===== config.mk =====
export PLATFORM = sky130hd
export DESIGN_NAME = sac_ctrl
export DESIGN_NICKNAME = d
export VERILOG_FILES = /design/src/rtl/sac_pkg.sv /design/src/rtl/sac_ctrl.sv /design/src/rtl/sac_sar_seq.sv
export SDC_FILE = /design/constraint.sdc
export NUM_CORES = 1
export LEC_CHECK = 0
export ABC_AREA = 1
export BUFFER_PORTS_ARGS = -buffer_cell sky130_fd_sc_hd__buf_2
export CORE_ASPECT_RATIO = 0.5
export CORE_MARGIN = 5
export CORE_UTILIZATION = 49
export DETAILED_ROUTE_END_ITERATION = 10
export PLACE_DENSITY = 0.79
export SYNTH_ARGS = -nofsm -noshare
export SYNTH_HDL_FRONTEND = slang
export SYNTH_HIERARCHICAL = 1
export SYNTH_SLANG_ARGS = --single-unit

===== constraint.sdc =====
create_clock -name core_clk -period 2 [get_ports core_clk]
set_clock_uncertainty 0.15 [all_clocks]
set_input_delay 0.1 -clock core_clk [delete_from_list [all_inputs] [get_ports core_clk]]
set_output_delay 0.1 -clock core_clk [all_outputs]
set_load 0.02 [all_outputs]

===== src/rtl/sac_pkg.sv =====
// Package: constants for the converter control block
package sac_pkg;

  // Clock and timing
  localparam int SYS_CLK_MHZ  = 200;
  localparam int MIN_CONV_NS  = 10000;
  localparam int MIN_CONV_CYC = (MIN_CONV_NS * SYS_CLK_MHZ + 999) / 1000;
  localparam int PER_W        = 12;
  localparam logic [PER_W-1:0] MIN_CONV_LAST = PER_W'(MIN_CONV_CYC - 1);
  localparam logic [1:0] LP_TRACK_TICKS = 2'h3;

  // Result and field widths
  localparam int RES_W  = 12;
  localparam int IDX_W  = 4;
  localparam int DIV_W  = 5;
  localparam int GAIN_W = 3;

  // Register indices; byte address is four times the index
  localparam logic [9:0] IDX_PAIR_CFG   = 10'h0BA;
  localparam logic [9:0] IDX_CHAN_SEL   = 10'h0BB;
  localparam logic [9:0] IDX_CONV_CFG   = 10'h0BC;
  localparam logic [9:0] IDX_RES_LOW    = 10'h0BE;
  localparam logic [9:0] IDX_RES_HIGH   = 10'h0BF;
  localparam logic [9:0] IDX_CONV_CTRL  = 10'h0E8;

  // Reset values
  localparam logic [3:0] PAIR_CFG_RST  = 4'h0;
  localparam logic [3:0] CHAN_SEL_RST  = 4'h0;
  localparam logic [7:0] CONV_CFG_RST  = 8'hF8;

  // Control register bit positions
  localparam int CTL_ENABLE   = 7;
  localparam int CTL_LP_TRACK = 6;
  localparam int CTL_DONE     = 5;
  localparam int CTL_BUSY     = 4;
  localparam int CTL_SRC_HI   = 3;
  localparam int CTL_SRC_LO   = 2;
  localparam int CTL_LJUST    = 0;

  // Configuration register fields
  localparam int CFG_DIV_LSB  = 3;
  localparam int CFG_GAIN_LSB = 0;

  // Channel code with top bit set selects the temperature sensor
  localparam int CHAN_TEMP_BIT = 3;

  // Start-of-conversion sources
  localparam logic [1:0] SRC_BUSY_WR = 2'h0;
  localparam logic [1:0] SRC_TIMER3  = 2'h1;
  localparam logic [1:0] SRC_PIN     = 2'h2;
  localparam logic [1:0] SRC_TIMER2  = 2'h3;

  // One-hot gain select bit positions
  localparam int GSEL_W    = 6;
  localparam int GSEL_HALF = 0;
  localparam int GSEL_X1   = 1;
  localparam int GSEL_X2   = 2;
  localparam int GSEL_X4   = 3;
  localparam int GSEL_X8   = 4;
  localparam int GSEL_X16  = 5;

  typedef enum logic [1:0] {
    ST_IDLE,
    ST_TRACK,
    ST_CONV,
    ST_HOLD
  } sac_state_t;

endpackage


===== src/rtl/sac_ctrl.sv =====
// Converter control: registers, start sources, tracking, SAR sequencing
// Function
// - Converter, track-and-hold and gain stage work only while enabled.
// - Selector offers eight external inputs plus internal temperature sensor.
// - Adjacent pairs differential or single-ended; all single-ended at reset.
// - Three-bit gain code selects 0.5 to 16; unity after reset.
// - Gain codes: 000=1, 001=2, 010=4, 011=8, 10x=16, 11x=0.5.
// - Conversion clock from system clock; rate capped at 100 ksps.
// - Five-bit divider field; conversion clock is system clock/(field+1).
// - Four start sources chosen by two-bit start-source field.
// - Source codes: 00 busy write, 01 timer3, 10 pin rise, 11 timer2.
// - Busy reads one during conversion, zero once it completes.
// - Busy falling at completion sets done flag at control bit 5; disable drops busy without it.
// - Twelve-bit result left or right justified across high/low pair.
// - Low-power tracking off: input tracked whenever not converting.
// - Low-power tracking on: three conversion clocks tracking after start.
// - Pin start in low-power mode: track while low, convert on rise.
// - No tracking while the chip is in standby or sleep.
// - Temperature sensor goes through the gain stage at programmed gain.
//
// The Wishbone interface to the registers and the register addresses are this design's own decisions.
`timescale 1ns/10ps
module sac_ctrl
  import sac_pkg::*;
(
  input  wire logic              core_clk,
  input  wire logic              rstn,
  input  wire logic              wb_cyc_i,
  input  wire logic              wb_stb_i,
  input  wire logic              wb_we_i,
  input  wire logic [11:0]       wb_adr_i,
  input  wire logic [3:0]        wb_sel_i,
  input  wire logic [31:0]       wb_dat_i,
  output logic [31:0]            wb_dat_o,
  output logic                   wb_ack_o,
  input  wire logic              timer3_ovf,
  input  wire logic              timer2_ovf,
  input  wire logic              convert_start_pin,
  input  wire logic              sar_cmp_pin,
  input  wire logic              chip_standby,
  output logic                   converter_power,
  output logic                   track_en,
  output logic [RES_W-1:0]       sar_dac,
  output logic [3:0]             channel_code,
  output logic [3:0]             pair_config,
  output logic                   temp_sensor_sel,
  output logic [GSEL_W-1:0]      gain_sel,
  output logic                   conversion_done_flag,
  output logic                   conversion_busy
);

  // Pin synchronisers
  logic [1:0] pin_sync_q;
  logic [1:0] cmp_sync_q;
  logic       pin_prev_q;

  // Bus and registers
  logic        ack_q;
  logic [31:0] dat_q;
  logic [3:0]  pair_cfg_q;
  logic [3:0]  chan_sel_q;
  logic [7:0]  conv_cfg_q;
  logic        enable_q;
  logic        lp_track_q;
  logic        done_q;
  logic [1:0]  src_q;
  logic        ljust_q;
  logic [RES_W-1:0] result_q;

  // Conversion engine
  sac_state_t       state_q;
  sac_state_t       state_d;
  logic [DIV_W-1:0] div_cnt_q;
  logic [1:0]       trk_cnt_q;
  logic [PER_W-1:0] per_q;
  logic             track_q;
  logic             power_q;
  logic [GSEL_W-1:0] gsel_q;

  // Decode wires
  logic       req;
  logic       wr_fire;
  logic [9:0] reg_idx;
  logic       wr_ctrl;
  logic [7:0] wbyte;
  logic       sw_start;
  logic       pin_rise;
  logic       src_event;
  logic       start_ok;
  logic       use_lp_track;
  logic       sar_tick;
  logic       sar_start;
  logic       sar_done;
  logic       busy;
  logic       busy_fall;
  logic       period_met;
  logic       track_d;
  logic [7:0] ctrl_rd;
  logic [7:0] res_high;
  logic [7:0] res_low;
  logic [7:0] rd_byte;
  logic [RES_W-1:0] sar_result;
  logic [DIV_W-1:0] div_field;

  function automatic logic [GSEL_W-1:0] gain_decode(
      input logic [GAIN_W-1:0] code);
    gain_decode = '0;
    case (code)
      3'h0:    gain_decode[GSEL_X1] = 1'b1;
      3'h1:    gain_decode[GSEL_X2] = 1'b1;
      3'h2:    gain_decode[GSEL_X4] = 1'b1;
      3'h3:    gain_decode[GSEL_X8] = 1'b1;
      3'h4,
      3'h5:    gain_decode[GSEL_X16] = 1'b1;
      default: gain_decode[GSEL_HALF] = 1'b1;
    endcase
  endfunction

  // Bus decode; write lands on the edge where the master sees ack
  assign req     = wb_cyc_i & wb_stb_i;
  assign wr_fire = req & ack_q & wb_we_i & wb_sel_i[0];
  assign reg_idx = wb_adr_i[11:2];
  assign wbyte   = wb_dat_i[7:0];
  assign wr_ctrl = wr_fire & (reg_idx == IDX_CONV_CTRL);

  // Edge and start-source selection
  assign pin_rise  = pin_sync_q[1] & ~pin_prev_q;
  assign sw_start  = wr_ctrl & wbyte[CTL_BUSY] & (src_q == SRC_BUSY_WR);
  assign src_event = (src_q == SRC_BUSY_WR) ? sw_start   :
                     (src_q == SRC_TIMER3)  ? timer3_ovf :
                     (src_q == SRC_PIN)     ? pin_rise   :
                                              timer2_ovf;
  // Only an idle, enabled converter accepts a start
  assign start_ok  = enable_q & (state_q == ST_IDLE) & src_event;
  // Pin mode already tracked while the pin sat low
  assign use_lp_track = lp_track_q & (src_q != SRC_PIN);

  // Divider restarts at each start so tracking spans whole periods
  assign div_field = conv_cfg_q[CFG_DIV_LSB +: DIV_W];
  assign sar_tick  = (div_cnt_q == div_field);
  assign sar_start = (start_ok & ~use_lp_track) |
                     ((state_q == ST_TRACK) & sar_tick &
                      (trk_cnt_q == LP_TRACK_TICKS - 2'h1));
  assign period_met = (per_q >= MIN_CONV_LAST);

  assign busy      = (state_q != ST_IDLE);
  assign busy_fall = (state_q == ST_HOLD) & period_met;

  always_comb begin
    state_d = state_q;
    case (state_q)
      ST_IDLE: begin
        if (start_ok)
          state_d = use_lp_track ? ST_TRACK : ST_CONV;
      end
      ST_TRACK: begin
        if (sar_start)
          state_d = ST_CONV;
      end
      ST_CONV: begin
        if (sar_done)
          state_d = ST_HOLD;
      end
      ST_HOLD: begin
        if (period_met)
          state_d = ST_IDLE;
      end
      default: state_d = ST_IDLE;
    endcase
    if (!enable_q)
      state_d = ST_IDLE;
  end

  // Tracking window per mode; standby always stops it
  assign track_d = enable_q & ~chip_standby &
                   ((~lp_track_q & (state_q == ST_IDLE)) |
                    (state_q == ST_TRACK) |
                    (lp_track_q & (src_q == SRC_PIN) &
                     (state_q == ST_IDLE) & ~pin_sync_q[1]));

  // Justification applied on read so the bit may change any time
  assign res_high = ljust_q ? result_q[11:4]
                            : {4'h0, result_q[11:8]};
  assign res_low  = ljust_q ? {result_q[3:0], 4'h0}
                            : result_q[7:0];
  assign ctrl_rd  = {enable_q, lp_track_q, done_q, busy,
                     src_q, 1'b0, ljust_q};
  assign rd_byte  = (reg_idx == IDX_PAIR_CFG)  ? {4'h0, pair_cfg_q} :
                    (reg_idx == IDX_CHAN_SEL)  ? {4'h0, chan_sel_q} :
                    (reg_idx == IDX_CONV_CFG)  ? conv_cfg_q :
                    (reg_idx == IDX_CONV_CTRL) ? ctrl_rd :
                    (reg_idx == IDX_RES_HIGH)  ? res_high :
                    (reg_idx == IDX_RES_LOW)   ? res_low : 8'h00;

  sac_sar_seq u_sar (
    .core_clk (core_clk),
    .rstn     (rstn),
    .tick     (sar_tick),
    .start    (sar_start),
    .abort    (~enable_q),
    .cmp      (cmp_sync_q[1]),
    .dac_q    (sar_dac),
    .result_q (sar_result),
    .done_q   (sar_done)
  );

  // Synchronisers; first stage feeds only the second
  always_ff @(posedge core_clk) begin
    if (!rstn) begin
      pin_sync_q <= 2'h3;
      cmp_sync_q <= 2'h0;
      pin_prev_q <= 1'b1;
    end else begin
      pin_sync_q <= {pin_sync_q[0], convert_start_pin};
      cmp_sync_q <= {cmp_sync_q[0], sar_cmp_pin};
      pin_prev_q <= pin_sync_q[1];
    end
  end

  // Bus slave: ack one cycle after request, dropped the next
  always_ff @(posedge core_clk) begin
    if (!rstn) begin
      ack_q <= 1'b0;
      dat_q <= '0;
    end else begin
      ack_q <= req & ~ack_q;
      if (req & ~ack_q)
        dat_q <= {24'h0, rd_byte};
    end
  end

  // Configuration registers
  always_ff @(posedge core_clk) begin
    if (!rstn) begin
      pair_cfg_q <= PAIR_CFG_RST;
      chan_sel_q <= CHAN_SEL_RST;
      conv_cfg_q <= CONV_CFG_RST;
    end else if (wr_fire) begin
      if (reg_idx == IDX_PAIR_CFG)
        pair_cfg_q <= wbyte[3:0];
      if (reg_idx == IDX_CHAN_SEL)
        chan_sel_q <= wbyte[3:0];
      if (reg_idx == IDX_CONV_CFG)
        conv_cfg_q <= wbyte;
    end
  end

  // Control register; done flag set wins over software clear
  always_ff @(posedge core_clk) begin
    if (!rstn) begin
      enable_q   <= 1'b0;
      lp_track_q <= 1'b0;
      done_q     <= 1'b0;
      src_q      <= SRC_BUSY_WR;
      ljust_q    <= 1'b0;
    end else begin
      if (wr_ctrl) begin
        enable_q   <= wbyte[CTL_ENABLE];
        lp_track_q <= wbyte[CTL_LP_TRACK];
        src_q      <= wbyte[CTL_SRC_HI:CTL_SRC_LO];
        ljust_q    <= wbyte[CTL_LJUST];
        done_q     <= wbyte[CTL_DONE];
      end
      if (busy_fall)
        done_q <= 1'b1;
    end
  end

  // Conversion engine state
  always_ff @(posedge core_clk) begin
    if (!rstn) begin
      state_q   <= ST_IDLE;
      div_cnt_q <= '0;
      trk_cnt_q <= '0;
      per_q     <= '0;
      result_q  <= '0;
    end else begin
      state_q   <= state_d;
      div_cnt_q <= (start_ok | sar_tick) ? '0 : div_cnt_q + 5'h1;
      if (start_ok)
        trk_cnt_q <= '0;
      else if ((state_q == ST_TRACK) && sar_tick)
        trk_cnt_q <= trk_cnt_q + 2'h1;
      per_q <= start_ok ? '0 : (busy & ~period_met) ? per_q + 12'h001
                                                    : per_q;
      if (sar_done)
        result_q <= sar_result;
    end
  end

  // Analog-side controls
  always_ff @(posedge core_clk) begin
    if (!rstn) begin
      track_q <= 1'b0;
      power_q <= 1'b0;
      gsel_q  <= '0;
    end else begin
      track_q <= track_d;
      power_q <= enable_q;
      // Gain applies to every channel, temperature sensor included
      gsel_q  <= enable_q ? gain_decode(conv_cfg_q[CFG_GAIN_LSB +: GAIN_W])
                          : '0;
    end
  end

  assign wb_ack_o             = ack_q;
  assign wb_dat_o             = dat_q;
  assign converter_power      = power_q;
  assign track_en             = track_q;
  assign channel_code         = chan_sel_q;
  assign pair_config          = pair_cfg_q;
  assign temp_sensor_sel      = chan_sel_q[CHAN_TEMP_BIT];
  assign gain_sel             = gsel_q;
  assign conversion_done_flag = done_q;
  assign conversion_busy      = state_q != ST_IDLE ? 1'b1 : 1'b0;

endmodule


===== src/rtl/sac_sar_seq.sv =====
// Successive-approximation bit sequencer, one trial per SAR clock
`timescale 1ns/10ps
module sac_sar_seq
  import sac_pkg::*;
(
  input  wire logic             core_clk,
  input  wire logic             rstn,
  input  wire logic             tick,
  input  wire logic             start,
  input  wire logic             abort,
  input  wire logic             cmp,
  output logic [RES_W-1:0]      dac_q,
  output logic [RES_W-1:0]      result_q,
  output logic                  done_q
);

  logic             busy_q;
  logic [IDX_W-1:0] idx_q;
  logic [RES_W-1:0] kept;
  logic [RES_W-1:0] cur_bit;
  logic [RES_W-1:0] nxt_bit;
  logic             last;

  function automatic logic [RES_W-1:0] bit_at(input logic [IDX_W-1:0] i);
    bit_at = RES_W'(1) << i;
  endfunction

  // Comparator high means input at or above trial level
  assign cur_bit = bit_at(idx_q);
  assign nxt_bit = last ? '0 : bit_at(idx_q - 4'h1);
  assign kept    = cmp ? dac_q : (dac_q & ~cur_bit);
  assign last    = (idx_q == '0);

  always_ff @(posedge core_clk) begin
    if (!rstn) begin
      busy_q   <= 1'b0;
      idx_q    <= '0;
      dac_q    <= '0;
      result_q <= '0;
      done_q   <= 1'b0;
    end else begin
      done_q <= 1'b0;
      if (abort) begin
        busy_q <= 1'b0;
        dac_q  <= '0;
      end else if (start) begin
        busy_q <= 1'b1;
        idx_q  <= IDX_W'(RES_W - 1);
        dac_q  <= bit_at(IDX_W'(RES_W - 1));
      end else if (busy_q && tick) begin
        dac_q <= kept | nxt_bit;
        idx_q <= idx_q - 4'h1;
        if (last) begin
          busy_q   <= 1'b0;
          done_q   <= 1'b1;
          result_q <= kept;
        end
      end
    end
  end

endmodule


* Yosys cells after proc, flatten, opt, wreduce, memory -nomap -nowiden
Cells that the tools add are included.
Cells by class: order comparisons 1, equality and inequality tests 23, bitwise gates (word level) 41, mux-type cells 36, shifts and indexed selects 2, reduce and logical (&&, ||, !) cells 24, $add $sub $neg 4
Operators by type and width (number):
- 8-bit two-way mux | 8
- 10-bit by 8-bit equality test with 1-bit output (second input constant) | 6
- 12-bit two-way mux | 4
- 1-bit by 4-bit left shift with 12-bit output (first input constant) | 2
- 1-bit bitwise AND | 23
- 1-bit two-way mux | 16
- 12-bit by 1-bit adder with 12-bit output (second input constant) | 1
- 12-bit bitwise AND | 1
- 12-bit by 11-bit >= comparator with 1-bit output (second input constant) | 1
- 12-bit inverter | 1
- 12-bit OR | 1
- 2-bit AND reduction | 6
- 1-bit inverter | 11
- 2-bit two-way mux | 5
- 2-bit equality test (second input constant) | 4
- 4-bit two-way mux | 2
- 2-bit inequality test (second input constant) | 4
- 2-bit case mux with 4 select lines | 1
- 4-bit AND reduction | 2
- 2-bit nonzero test | 4
- 3-bit by 2-bit equality test with 1-bit output (second input constant) | 2
- 3-bit equality test (second input constant) | 2
- 2-bit OR reduction | 3
- 6-bit OR reduction | 1
- 14 further kinds | 20
Word-level totals: register bits 107, bits of input ports 58, output and inout bits 64, logic and storage cells 158

* Longest topological paths before layout
Gate-level depths: netlist of the first run.
depth after elaboration 13, depth in mapped cells 15, depth with buffers taken out 14

* By module
The synthesis of the first run kept the hierarchy.
Modules (own cells, without submodules):
- sac_ctrl | area each 3729.8 sq um, cells an instance 514, times used 1, sequential area each 1541.5 sq um
- sac_sar_seq | area each 1530.2 sq um, cells an instance 196, times used 1, sequential area each 600.6 sq um

* Worst setup path after synthesis of the first run
No wires, ideal clock.
kind reg-to-reg, start point reg state_q[0], end point reg u_sar.result_q[8], cell stages (with the launch flop) 14, arrival 1.691 ns, setup slack 0.089 ns, buffers on the path 1, setup time 0.070 ns, data required time 1.780 ns, cell sequence dfxtp_1 > inv_1 > ha_1 > nand2_1 > a21oi_1 > nand3_1 > nand2_1 > inv_1 > nand3_4 > inv_2 > nand2_1 > buf_6 > nand2_1 > a21oi_1
On the way: word-level cells in the longest chain between the ends 7
Ends and longest elaborated chain:
- start, declared | line sac_ctrl.sv:71 | sac_state_t state_q;
- start signal, assigned | line sac_ctrl.sv:278 | state_q <= state_d;
- 2-bit logical NOT | line sac_ctrl.sv:134 | assign start_ok = enable_q & (state_q == ST_IDLE) & src_event;
- 1-bit bitwise AND (2 in a row) | line sac_ctrl.sv:134
- 1-bit bitwise AND | line sac_ctrl.sv:141 | assign sar_start = (start_ok & ~use_lp_track) |
- 1-bit OR (*) | line sac_ctrl.sv:141
- net sar_start | line sac_ctrl.sv:92 | logic sar_start;
- 1-bit inverter (no line) (*)
- 4-bit AND reduction (no line) (*)
- end signal, assigned | line sac_sar_seq.sv:56 | result_q <= kept;
- end, declared | line sac_sar_seq.sv:13 | output logic [RES_W-1:0] result_q,
The timed path passes the listed nets; every way through them passes the cells marked *. A chain may end at the register's enable or synchronous reset.

* Final worst setup path of the first run
Same ends and word-level chain as after synthesis.

==> results of run 1 <==
==> routing by layer <==
metal  part of all wire [%]  GRT usage (%)
met5                      0              0
met2                     47           33.3
met1                     44           25.5
met4                    1.5           5.51
met3                    6.9           4.52
==> power groups by stage <==
stage	clock network [µW]	logic, µW	registers, µW
after floorplan	0	144	2200
after global placement	0	183	2200
after detailed placement	0	186	2200
after CTS	1830	207	2150
after global routing	1920	230	2150
final	1800	212	2150
==> critical path: cells and delay by family (launching register included) <==
kind / cells / cell delay [ns]
adders and majority gates: 1 / 0.21
AOI/OAI and AO/OA: 2 / 0.18
and+or+nand+nor: 6 / 0.66
buffers and inverters: 3 / 0.30
DFF: 1 / 0.34
==> area by class of cell <==
| cell class | count | area share, % |
|---|---|---|
| sequential | 107 | 33.5 |
| clock inverter | 4 | 0.759 |
| inverter | 74 | 4.44 |
| multi-input combinational | 511 | 42.0 |
| tap | 140 | 2.73 |
| clock buffer | 12 | 3.99 |
| timing repair buffer | 122 | 12.6 |
==> metrics by stage <==
stage          instances  total power [µW]  util (%)
2_1_floorplan        733              2340         -
3_3_place_gp         939              2380      57.0
3_5_place_dp         939              2380      57.0
4_1_cts              969              4180      61.3
5_1_grt              970              4300      62.1
6_report             970              4160      62.1
==> Yosys cell counts (4+ instances only) <==
cell type | instances | share of area [%]
xor2_1 | 6 | 1.0
o211ai_1 | 9 | 1.3
inv_1 | 66 | 4.7
or2_2 | 6 | 0.71
dfxtp_1 | 107 | 41
nand3b_1 | 4 | 0.57
nor3_1 | 9 | 0.86
nand3_2 | 4 | 0.76
nand3_1 | 43 | 4.1
a21oi_1 | 63 | 6.0
xnor2_1 | 6 | 1.0
buf_4 | 26 | 3.7
o21ai_0 | 59 | 5.6
clkbuf_1 | 10 | 0.71
nor2_4 | 7 | 1.5
o22ai_1 | 4 | 0.48
nor2_2 | 8 | 0.95
ha_1 | 12 | 2.9
nand2_4 | 4 | 0.86
nand4_1 | 6 | 0.71
inv_2 | 5 | 0.36
buf_6 | 4 | 0.86
nor2_1 | 101 | 7.2
nand2_2 | 6 | 0.71
nand2_1 | 108 | 7.7
==> timing repair <==
action / in CTS / in global routing
pin swaps: 1 / 8
resized for setup: 2 / 32
endpoints found under the setup margin: 6 / 29
endpoints found under the hold margin: 32 / 0
gates cloned: 1 / 0
setup buffers: 0 / 1
hold buffers: 13 / 0
==> worst paths after layout <==
path | to | slack, ns | startpoint | cells after the start
setup / recovery | u_sar/result_q[8] | 0.09 | state_q[0] | 12
hold / removal | wb_ack_o | 0.12 | wb_stb_i | 5
setup reg to reg | u_sar/result_q[8] | 0.09 | state_q[0] | 12
hold reg to reg | pin_sync_q[1] | 0.27 | pin_sync_q[0] | 1
==> registers in the layout, summed over array words and instances (netlist names), 2 cells and up <==
signal and count:
pin_sync_q 2, u_sar/dac_q 12, src_q 2, u_sar/idx_q 4, pair_config 4, result_q 12
channel_code 4, trk_cnt_q 2, conv_cfg_q 8, wb_dat_o 8, u_sar/result_q 12, gain_sel 6
per_q 12, state_q 2, cmp_sync_q 2, div_cnt_q 5
==> cells by family after synthesis <==
family	after synthesis
compound gates	147
xor+xnor	12
fa+ha+maj	12
buf+inv	116
flops	107
mux	1
other cells	1
simple gates	314
==> summary.md, run 1 <==
For this run, the leading register cell type out of synthesis is dfxtp_1. The startpoint type of the worst setup path was a register. 122 I/O pins were placed. The tools report the total track usage as 19.8%. The die covers 13000 µm². After routing the design area is 6430 µm².

In this run the standard cell core region covers 10300 µm². Leaving out fill and tap cells, the most frequent cells in the layout are nand2_1, dfxtp_1, nor2_1. The largest vdd supply drop came out at 0.399 mV. At the later pin of the worst-skew pair, clock insertion delay measures 0.34 ns. The number of nets with antenna violations after detailed routing was 0.

The unique cell type count in the Yosys netlist was 44; the count of antenna diodes in the layout was 0. The total length of routed wires is 13.1 mm, and the routed wire length per instance is 13.5 µm. The arithmetic-cell share of the synthesized area counting full adders, half adders and majority gates was 2.85%.

After synthesis, the largest family of logic cells by area is simple AND/OR/NAND/NOR gates. In the final layout, the share of cells above drive strength 1 is 23.4%. The number of detailed-routing iterations run before antenna repair was 5; the number of slew-limit violations in the final report was 0.

The number of clock buffers added by TritonCTS is 9. The signal on the critical path passes through inv_1 > ha_1 > nand2_1 > a21oi_2 > nand3_2 > nand2_2 > inv_4 > nand3_4 > buf_4 > nor2_4 > nand3_2 > a21oi_1. The tools report the root cell of the clock tree as clkbuf_16.

Data on the critical path arrives at its endpoint at 2.04 ns. The detailed router placed 5055 vias in this run. The horizontal extent of the die was 157 µm; the detailed router's first-iteration violation count was 402. Synthesis inferred 107 register bits. For this configuration, the core starts out at a cell density of 50.8%. Counting flops with an async set or reset pin after synthesis yields a share of 0%.

In the routed layout, each cell is associated on average with a via count of 5.21. For this design the static power due to leakage is 0.00283 µW. After synthesis the cells add up to 5260 µm². The H-tree generated during clock tree synthesis spans 3 levels.

The post-synthesis simple-gate area fraction works out to 28.2%. The maximum buffer depth of the clock tree was 2. The pin count of the biggest net entering global routing is 44.

By instance count, the cell type seen most on the critical path is nand3_2. The worst setup path is captured at a register. The area fraction in compound gates after synthesis is 15.1%, and the critical path's largest stage delay is 0.34 ns. The internal portion of the total power is 3260 µW. For the tightest hold margin, the log shows 0.123 ns. After layout, the worst path uses 95.5% of the clock period. The sequential fraction of design power came out at 51.7%. Setup violations remaining at the end of the flow were counted as 0.

The tools report the proportion of synthesized chip area in sequential cells as 40.7%. Of the total synthesized cell area, the portion taken by XOR and XNOR cells is 2.00%. Leaving out fill and tap cells, the most frequent cell in the layout is nand2_1. The multi-input combinational cells in the finished layout cover a total of 2700 µm².

Combinational cells account for 5.1% of the total power. Final critical delay including setup and external delays: 1.91 ns. The tools report the worst slack at placement as -0.0182 ns. The tools report the initial antenna violation count as 0.

The slack of the critical path came out at 0.0907 ns. The flow ran to the end, and the final reports show no timing, DRC or antenna violations. The final-layout fill cell count came out at 904. The fraction of power spent switching nets was 21.6%. The highest clock rate was 0.524 GHz. The growth of design area from synthesis to finish was 22.2%; the global route total overflow was 0.

The tool flagged a number of max-cap violations equal to 0. The post-route setup TNS came out at 0 ns. Row generation in the floorplan step produced 26 rows.

The slowest stage of the critical path is the dfxtp_2 cell. The power per cell area works out to 646 nW/µm². The first global-routing pass estimated 21.6 mm of wire. For this run, design rule violations remaining after detail routing come to 0.

The part of the total power dissipated in the clock network was 43.2%. The post-synthesis area per instance was 7.41 µm²; the net load switching power was 898 µW. The port buffer count is 68, and the hold violation total from the final report is 0.

The final net count is 895. At the worst endpoint, the required time is 2.13 ns. The total clock sinks came out at 107. For the placer congestion estimate, the log shows 0.921. The die extent in y came out at 83.3 µm.

Counting flops with a built-in enable in the synthesized netlist gives 0. The post-synthesis instance total is 710. The HPWL reported at the end of detailed placement was 9.58 mm. Multiplexer cells account for 0.190% of the synthesized area.

The via count of the first global-routing pass was 4665. The worst hold path belongs to the class input port to register. The worst setup path is of the register to register kind. Yosys printed 6 warnings. Summing all placed instances gives a cell area of 5900 µm².

Of all nets on the critical path, the largest fanout is 6. For the register area, the log shows 2150 µm². TritonCTS built the clock tree. Clock-pin slew was measured on the worst setup and hold paths at 0.07 ns.
No activity file was read; power rests on OpenSTA's default activity.
==> inputs of run 2 (changes only) <==
--- a/config.mk
+++ b/config.mk
@@ -11,8 +11,7 @@
 export CORE_MARGIN = 5
 export CORE_UTILIZATION = 49
 export DETAILED_ROUTE_END_ITERATION = 10
-export PLACE_DENSITY = 0.79
+export PLACE_DENSITY = 0.78
 export SYNTH_ARGS = -nofsm -noshare
 export SYNTH_HDL_FRONTEND = slang
-export SYNTH_HIERARCHICAL = 1
 export SYNTH_SLANG_ARGS = --single-unit
==> summary.md, run 2 <==
The run finished with clean final reports. The global route total overflow came out at 0 (unchanged). For the number of detailed-routing iterations run before antenna repair, the log shows 5 (unchanged). The core area is 10900 µm² (was 10300 µm²). The tools report the proportion of synthesized chip area in sequential cells as 39.2% (was 40.7%). Main flop type after synthesis: dfxtp_1 (unchanged). Top fanout value on the critical path: 9 (was 6). Most frequent cell on the critical path: inv_1 (was nand3_2). The combinational power share came out at 5.0% (was 5.1%). The fraction of power spent switching nets was 21.0% (was 21.6%); the latest clock arrival within the worst-skew pair was 0.35 ns (was 0.34 ns). Number of placement rows: 27 (was 26). Largest vdd supply drop: 0.342 mV (was 0.399 mV).

The root cell of the clock tree was clkbuf_16 (unchanged). Path type of the worst min-delay path: input port to register (unchanged). The final net count was 915 (was 895); the horizontal extent of the die was 159 µm (was 157 µm). The HPWL reported at the end of detailed placement came out at 10.4 mm (was 9.58 mm).

The tools report the via count of the first global-routing pass as 4666 (was 4665). The total length of routed wires was 13.5 mm (was 13.1 mm); the critical path's largest stage delay was 0.32 ns (was 0.34 ns). The arithmetic-cell share of the synthesized area counting full adders, half adders and majority gates is 2.98% (was 2.85%), and the net load switching power is 917 µW (was 898 µW). The global-route wire length before repair was 22.2 mm (was 21.6 mm).

The final critical delay including setup and external delays is 1.89 ns (was 1.91 ns), and the highest clock rate is 0.528 GHz (was 0.524 GHz). The growth of design area from synthesis to finish came out at 17.7% (was 22.2%). The combinational family with the most area after synthesis was simple AND/OR/NAND/NOR gates (unchanged). The required time at the worst-slack endpoint is 2.08 ns (was 2.13 ns), and the unique cell type count in the Yosys netlist is 44 (unchanged). The final number of setup-violating endpoints was 0 (unchanged); the xor and xnor area share after synthesis was 1.88% (was 2.00%).

The detail-routed via count per cell was 5.10 (was 5.21). Post-synthesis area per instance: 7.27 µm² (was 7.41 µm²). The count of vias placed by the detailed router is 5074 (was 5055), and the flip-flop and latch count after synthesis is 107 (unchanged). The count of antenna diodes in the layout is 0 (unchanged). The classification of the worst setup path is register to register (unchanged). The routed wire length per instance works out to 13.6 µm (was 13.5 µm). The leakage dissipation came out at 0.00282 µW (was 0.00283 µW). For the pin with the worst max-slew slack, the measured transition is 0.584 ns.

The most numerous cell in the Yosys netlist was nand2_1 (unchanged). The max capacitance violation total was 0 (unchanged); the maximum buffer depth of the clock tree was 2 (unchanged). Die extent in y: 84.7 µm (was 83.3 µm).

The post-route setup TNS is 0 ns (unchanged), and the DRC violation count after routing is 0 (unchanged). The tools report the number of clock buffers inserted by TritonCTS as 9 (unchanged). The cell with the largest stage delay on the worst path was dfxtp_1 (was dfxtp_2).

The number of enable-type register cells in the synthesized netlist was 0 (unchanged); the total clock sinks was 107 (unchanged). The post-synthesis instance total was 752 (was 710); the part of the total power dissipated in the clock network was 45.7% (was 43.2%). TritonCTS built the clock tree.

The tools report the number of nets with antenna violations after detailed routing as 0 (unchanged). The port buffer count is 68 (unchanged). Leading cell type in the layout, fill and taps excluded: nand2_1 (unchanged). Power per cell area: 677 nW/µm² (was 646 nW/µm²). Cell types occupying the most area after synthesis: dfxtp_1, nand2_1, a21oi_1 (was dfxtp_1, nand2_1, nor2_1). The share of synthesized flip-flops with an asynchronous set or reset was 0% (unchanged). The clock slew at the register clock pins of the worst setup and hold paths is 0.07 ns (about the same).

Ordered list of cells on the worst path: inv_1 > ha_1 > nand2_1 > nor2_1 > inv_1 > nor2_4 > nand4_4 > buf_4 > nand2_2 > a21oi_2 (was inv_1 > ha_1 > nand2_1 > a21oi_2 > nand3_2 > nand2_2 > inv_4 > nand3_4 > buf_4 > nor2_4 > nand3_2 > a21oi_1). Pin count of the biggest net entering global routing: 18 (was 44). Startpoint type of the worst setup path: a register (unchanged).

Layout cell share with drive strength beyond 1: 19.1% (was 23.4%). The logs give 13500 µm² (was 13000 µm²) for the area enclosed by the die boundary and 0.943 (was 0.921) for the placer congestion estimate. Synth cell count leaders: nand2_1, dfxtp_1, inv_1 (was nand2_1, dfxtp_1, nor2_1). Count of boundary I/O pins: 122 (unchanged). The final cycle utilization of the critical path is 94.7% (was 95.5%). Setup repair after global routing left no endpoint under its margin. The tools report the endpoint class of the critical path as a register (unchanged).

The fraction of post-synthesis cell area in the top cell type by area was 39.2% (was 40.7%). The initial antenna violation count came out at 0 (unchanged). Commonest cells after routing, fill and taps aside: nand2_1, dfxtp_1, inv_1, nor2_1, buf_2 (was nand2_1, dfxtp_1, nor2_1). Mux cell area share after synthesis: 0.183% (was 0.190%).

The logs give 19.7% (was 19.8%) for the total track usage and 58.8% (was 62.1%) for the final core area utilization. The post-synthesis simple-gate area fraction is 28.4% (was 28.2%). The cell type with the highest aggregate area in the netlist is dfxtp_1 (unchanged). The maximum level of the CTS H-tree is 3 (unchanged). Worst slew margin relative to its limit: 60.7%.

The tools report the total of warnings raised by yosys as 0 (was 6). The run gives 0 (unchanged) as the number of slew-limit violations in the final report. The tools report the effective utilization at floorplan as 49.9% (was 50.8%).

The hold violation total from the final report was 0 (unchanged). The area fraction in compound gates after synthesis was 15.6% (was 15.1%). The detailed router's first-iteration violation count was 376 (was 402); the post-layout total power was 4360 µW (was 4160 µW). Cell area after technology mapping: 5470 µm² (was 5260 µm²).

For the sequential fraction of design power, the log shows 49.3% (was 51.7%). For the cell-internal power, the log shows 3440 µW (was 3260 µW). For the data arrival at the endpoint of the critical path, the log shows 1.98 ns (was 2.04 ns).
-- run 2: changes by cell type after synthesis, moves of 6 or more --
cell / delta
inv_1: +16
o21ai_0: -6
a21boi_0: +6
a21oi_2: +9
nand2_2: +8
nor2_1: -20
nand2_1: +44
-- run 2: critical path: cells and delay by family (launching register included) --
| kind | cells | cell delay, ns |
|---|---|---|
| flops | 1 | 0.32 |
| simple gates | 5 | 0.59 |
| fa+ha+maj | 1 | 0.20 |
| buf+inv | 3 | 0.49 |
| compound gates | 1 | 0.05 |
-- run 2: what timing repair did --
item	CTS	global route
setup buffers	0	4
gates resized for setup	0	5
hold buffers	13	0
endpoints found under the setup margin	0	18
hold endpoints to repair	27	0
-- run 2: per-stage QoR --
step	cell area, µm²	hold WS [ns]	setup WS [ns]	std cells
floorplan	5550	0.0293	0.179	775
global placement	5930	0.127	0.138	961
detailed placement	5930	0.134	0.0628	961
CTS	6390	0.0125	0.0428	990
global route	6440	0.0710	0.00481	994
finish	6440	0.0353	0.106	994
-- run 2: cell type report --
class	instances	area, µm²
clock buffers	12	236
clock inverters	4	98.8
inverters	90	342
flip-flops and latches	107	2140
repair buffers	104	656
fillers	988	4510
well taps	145	181
multi-input cells	532	2780
-- run 2: cell families (layout without fill, tap and decap cells) --
logic type | Yosys count | count (layout)
compound gates | 152 | 152
xor+xnor | 10 | 10
fa+ha+maj | 13 | 13
buf+inv | 136 | 210
flops | 107 | 107
mux | 1 | 1
other cells | 1 | 24
simple gates | 332 | 332
-- run 2: power groups by stage --
stage               combinational [µW]  clock [µW]  sequential (µW)
finish                             217        1990             2150
global placement                   191           0             2200
global route                       238        2110             2150
detailed placement                 193           0             2200
CTS                                214        2030             2150
floorplan                          159           0             2200
-- run 2: final timing paths --
| kind | cells past startpoint | to | from | slack [ns] |
|---|---|---|---|---|
| min | 5 | wb_dat_o[6] | wb_stb_i | 0.04 |
| max reg2reg | 10 | u_sar.result_q[8] | u_sar.idx_q[0] | 0.11 |
| min reg2reg | 1 | pin_sync_q[1] | pin_sync_q[0] | 0.27 |
| max | 10 | u_sar.result_q[8] | u_sar.idx_q[0] | 0.11 |
-- run 2: per-layer routing --
metal / part of all wire [%] / vias up / global-route usage (%)
li1: - / 2567 / -
met1: 47 / 2347 / 26.5
met2: 46 / 142 / 32.3
met3: 6.3 / 18 / 4.46
met4: 1.4 / 0 / 4.88
met5: 0 / - / 0
==> inputs of run 3 (changes only) <==
--- a/config.mk
+++ b/config.mk
@@ -5,13 +5,12 @@
 export SDC_FILE = /design/constraint.sdc
 export NUM_CORES = 1
 export LEC_CHECK = 0
-export ABC_AREA = 1
 export BUFFER_PORTS_ARGS = -buffer_cell sky130_fd_sc_hd__buf_2
 export CORE_ASPECT_RATIO = 0.5
 export CORE_MARGIN = 5
 export CORE_UTILIZATION = 49
 export DETAILED_ROUTE_END_ITERATION = 10
-export PLACE_DENSITY = 0.78
+export PLACE_DENSITY = 0.79
 export SYNTH_ARGS = -nofsm -noshare
 export SYNTH_HDL_FRONTEND = slang
 export SYNTH_SLANG_ARGS = --single-unit
==> summary.md, run 3 <==
The flow ran to the end, but the final reports show violations. The checks that failed: negative setup slack. Global-route wire length before repair: 23.1 mm (was 22.2 mm). The cell area after technology mapping came out at 5210 µm² (was 5470 µm²). The fraction of post-synthesis cell area in the top cell type by area works out to 41.1% (was 39.2%).

Synth cell count leaders: dfxtp_1, nor2_1, nand2_1 (was nand2_1, dfxtp_1, inv_1). The register area was 2150 µm² (was 2140 µm²); the worst slack at placement was -0.272 ns (was 0.0628 ns). The total of warnings raised by yosys is 0 (unchanged). The logs give 2.23 ns (was 1.98 ns) for the data arrival at the endpoint of the critical path and 0 (unchanged) for the number of slew-limit violations in the final report. The final core area utilization is 64.4% (was 58.8%), and the transition time at the pin with the least slew margin is 0.499 ns (was 0.584 ns).

Main flop type after synthesis: dfxtp_1 (unchanged). For the required time at the worst-slack endpoint, the log shows 2.16 ns (was 2.08 ns). The port buffer count was 68 (unchanged). For the post-synthesis instance total, the log shows 588 (was 752).

The run gives 9 (unchanged) as the number of clock buffers inserted by TritonCTS. TritonCTS built the clock tree. The number of placement rows is 26 (was 27), and the slack of the critical path is -0.0676 ns (was 0.106 ns).

The HPWL reported at the end of detailed placement came out at 10.1 mm (was 10.4 mm). The tools report the area after detailed placement as 6000 µm² (was 5930 µm²). The tools report the global route total overflow as 0 (unchanged). Setup repair after global routing could not meet its margin everywhere.

The share of synthesized flip-flops with an asynchronous set or reset is 0% (unchanged). The worst slew margin relative to its limit was 66.5% (was 60.7%). The path type of the worst min-delay path was input port to register (unchanged).

Tightest hold margin: 0.0974 ns (was 0.0353 ns). The classification of the worst setup path was register to register (unchanged). The number of detailed-routing iterations run before antenna repair was 5 (unchanged); the hold violation total from the final report was 0 (unchanged). The tools report the leakage dissipation as 0.00261 µW (was 0.00282 µW). Detailed router's first-iteration violation count: 397 (was 376). The tools report the root cell of the clock tree as clkbuf_16 (unchanged). Commonest cells after routing, fill and taps aside: dfxtp_1, nor2_1, buf_2 (was nand2_1, dfxtp_1, inv_1, nor2_1, buf_2). The latest clock arrival within the worst-skew pair is 0.36 ns (was 0.35 ns). The largest vdd supply drop is 0.338 mV (was 0.342 mV).

The number of nets with antenna violations after detailed routing came out at 0 (unchanged). Post-synthesis area per instance: 8.86 µm² (was 7.27 µm²). The logs give 0.484 GHz (was 0.528 GHz) for the highest clock rate and 0 (unchanged) for the max capacitance violation total. The worst min-delay path startpoint is wb_stb_i (unchanged).

The die extent in y is 82.9 µm (was 84.7 µm). The DRC violation count after routing is 0 (unchanged). Clock slew at the register clock pins of the worst setup and hold paths: 0.07 ns (about the same). The power per cell area was 642 nW/µm² (was 677 nW/µm²); the count of boundary I/O pins was 122 (unchanged).

Maximum level of the CTS H-tree: 3 (unchanged). The tools report the via count of the first global-routing pass as 4716 (was 4666). The startpoint type of the worst setup path was a register (unchanged). The growth of design area from synthesis to finish was 27.1% (was 17.7%); the post-route cell area was 6620 µm² (was 6440 µm²). The horizontal extent of the die came out at 156 µm (was 159 µm). The initial antenna violation count is 0 (unchanged). The final cycle utilization of the critical path was 103% (was 94.7%). The final-layout fill cell count is 801 (was 988). Flip-flop and latch count after synthesis: 107 (unchanged). The pin count of the biggest net entering global routing is 34 (was 18).

The most numerous cell in the Yosys netlist was dfxtp_1 (was nand2_1). The endpoint class of the critical path is a register (unchanged). The layout cell share with drive strength beyond 1 came out at 27.1% (was 19.1%).

The leading cell type in the layout, fill and taps excluded is dfxtp_1 (was nand2_1). The detail-routed via count per cell came out at 5.59 (was 5.10). Total length of routed wires: 14.2 mm (was 13.5 mm).

The total clock sinks was 107 (unchanged); the final critical delay including setup and external delays was 2.07 ns (was 1.89 ns). The number of enable-type register cells in the synthesized netlist is 0 (unchanged), and the core area is 10300 µm² (was 10900 µm²). The top fanout value on the critical path is 6 (was 9), and the effective utilization at floorplan is 50.7% (was 49.9%). The count of antenna diodes in the layout is 0 (unchanged).

The tools report the startpoint of the most critical register-to-register path as src_q[0] (was u_sar.idx_q[0]). Cell types occupying the most area after synthesis: dfxtp_1, mux2i_1, nor2_1 (was dfxtp_1, nand2_1, a21oi_1). The critical path startpoint was src_q[0] (was u_sar.idx_q[0]). The placer congestion estimate was 1.01 (was 0.943); the final number of setup-violating endpoints was 17 (was 0). The final net count is 785 (was 915), and the count of vias placed by the detailed router is 4804 (was 5074). The logs give 12900 µm² (was 13500 µm²) for the area enclosed by the die boundary and 2 (unchanged) for the maximum buffer depth of the clock tree.

The tools report the total track usage as 21.8% (was 19.7%). The area of the multi-input gates was 2950 µm² (was 2780 µm²). The routed wire length per instance was 16.6 µm (was 13.6 µm); the proportion of synthesized chip area in sequential cells was 41.1% (was 39.2%).

For the unique cell type count in the Yosys netlist, the log shows 66 (was 44). The cell type with the highest aggregate area in the netlist is dfxtp_1 (unchanged).
-- run 3: cell count changes after synthesis, sizes merged, moves of 7 or more --
cell	before	now
and3	0	10
inv	87	15
nand2	167	65
a21boi	9	2
a21oi	72	28
o21ai	55	21
clkbuf	9	20
nand2b	0	7
buf	37	30
mux2i	1	51
xor2	6	13
nor2	92	69
-- run 3: layout make-up --
cell class,instances,area share (%)
Timing Repair Buffer,142,14.9
Clock inverter,5,0.907
Tap cell,140,2.64
Clock buffer,11,3.66
Sequential cell,107,32.5
Inverter,16,0.907
Multi-Input combinational cell,438,44.5
-- run 3: stage by stage --
step,total power (µW),setup TNS (ns),instances
after global routing,4380,-2.03,859
after floorplan,2380,0,611
after CTS,4260,-0.997,857
final,4250,-0.482,859
after global placement,2440,-2.71,827
after detailed placement,2440,-5.33,827
-- run 3: worst max-delay path, stage by stage, from the launching register on --
cell	delay [ns]
dfxtp_2	0.34
or3b_4	0.40
a211oi_4	0.26
a31oi_4	0.09
buf_6	0.16
o22a_4	0.25
a21boi_4	0.16
o221a_2	0.20
-- run 3: path summary, 6_finish.rpt --
check / endpoint / slack, ns / cells past startpoint
worst max register to register: u_sar.idx_q[3] / -0.07 / 7
worst min-delay path: wb_ack_o / 0.1 / 3
worst min register to register: cmp_sync_q[1] / 0.28 / 1
worst max-delay path: u_sar.idx_q[3] / -0.07 / 7
-- run 3: repair_timing --
| action | CTS | global route |
|---|---|---|
| cloned | 0 | 1 |
| pin swaps | 7 | 6 |
| buffers inserted | 3 | 1 |
| setup endpoints to repair | 29 | 36 |
| hold endpoints to repair | 24 | 0 |
| hold buffers | 12 | 0 |
| resized for setup | 14 | 18 |
-- run 3: layer usage --
layer  GRT usage [%]  part of all wire (%)
met3            5.66                   7.1
met2            36.0                    48
met5               0                     0
met1            27.5                    44
met4            7.78                   1.8
-- run 3: cells by family (layout without fill, tap and decap cells) --
group,Yosys count,after routing,share of synthesized area (%)
compound gates,95,95,13.1
fa+ha+maj,13,13,3.12
flops,107,107,41.1
simple gates,233,233,22.3
xor+xnor,20,20,3.36
other cells,1,24,0.0719
mux,53,53,10.2
buf+inv,66,174,6.77
-- run 3: report_power, final --
group	total, µW	switching, µW	internal (µW)
clock network	1840	822	1010
registers	2160	10.0	2150
logic	263	169	94.2
total	4250	1000	3250
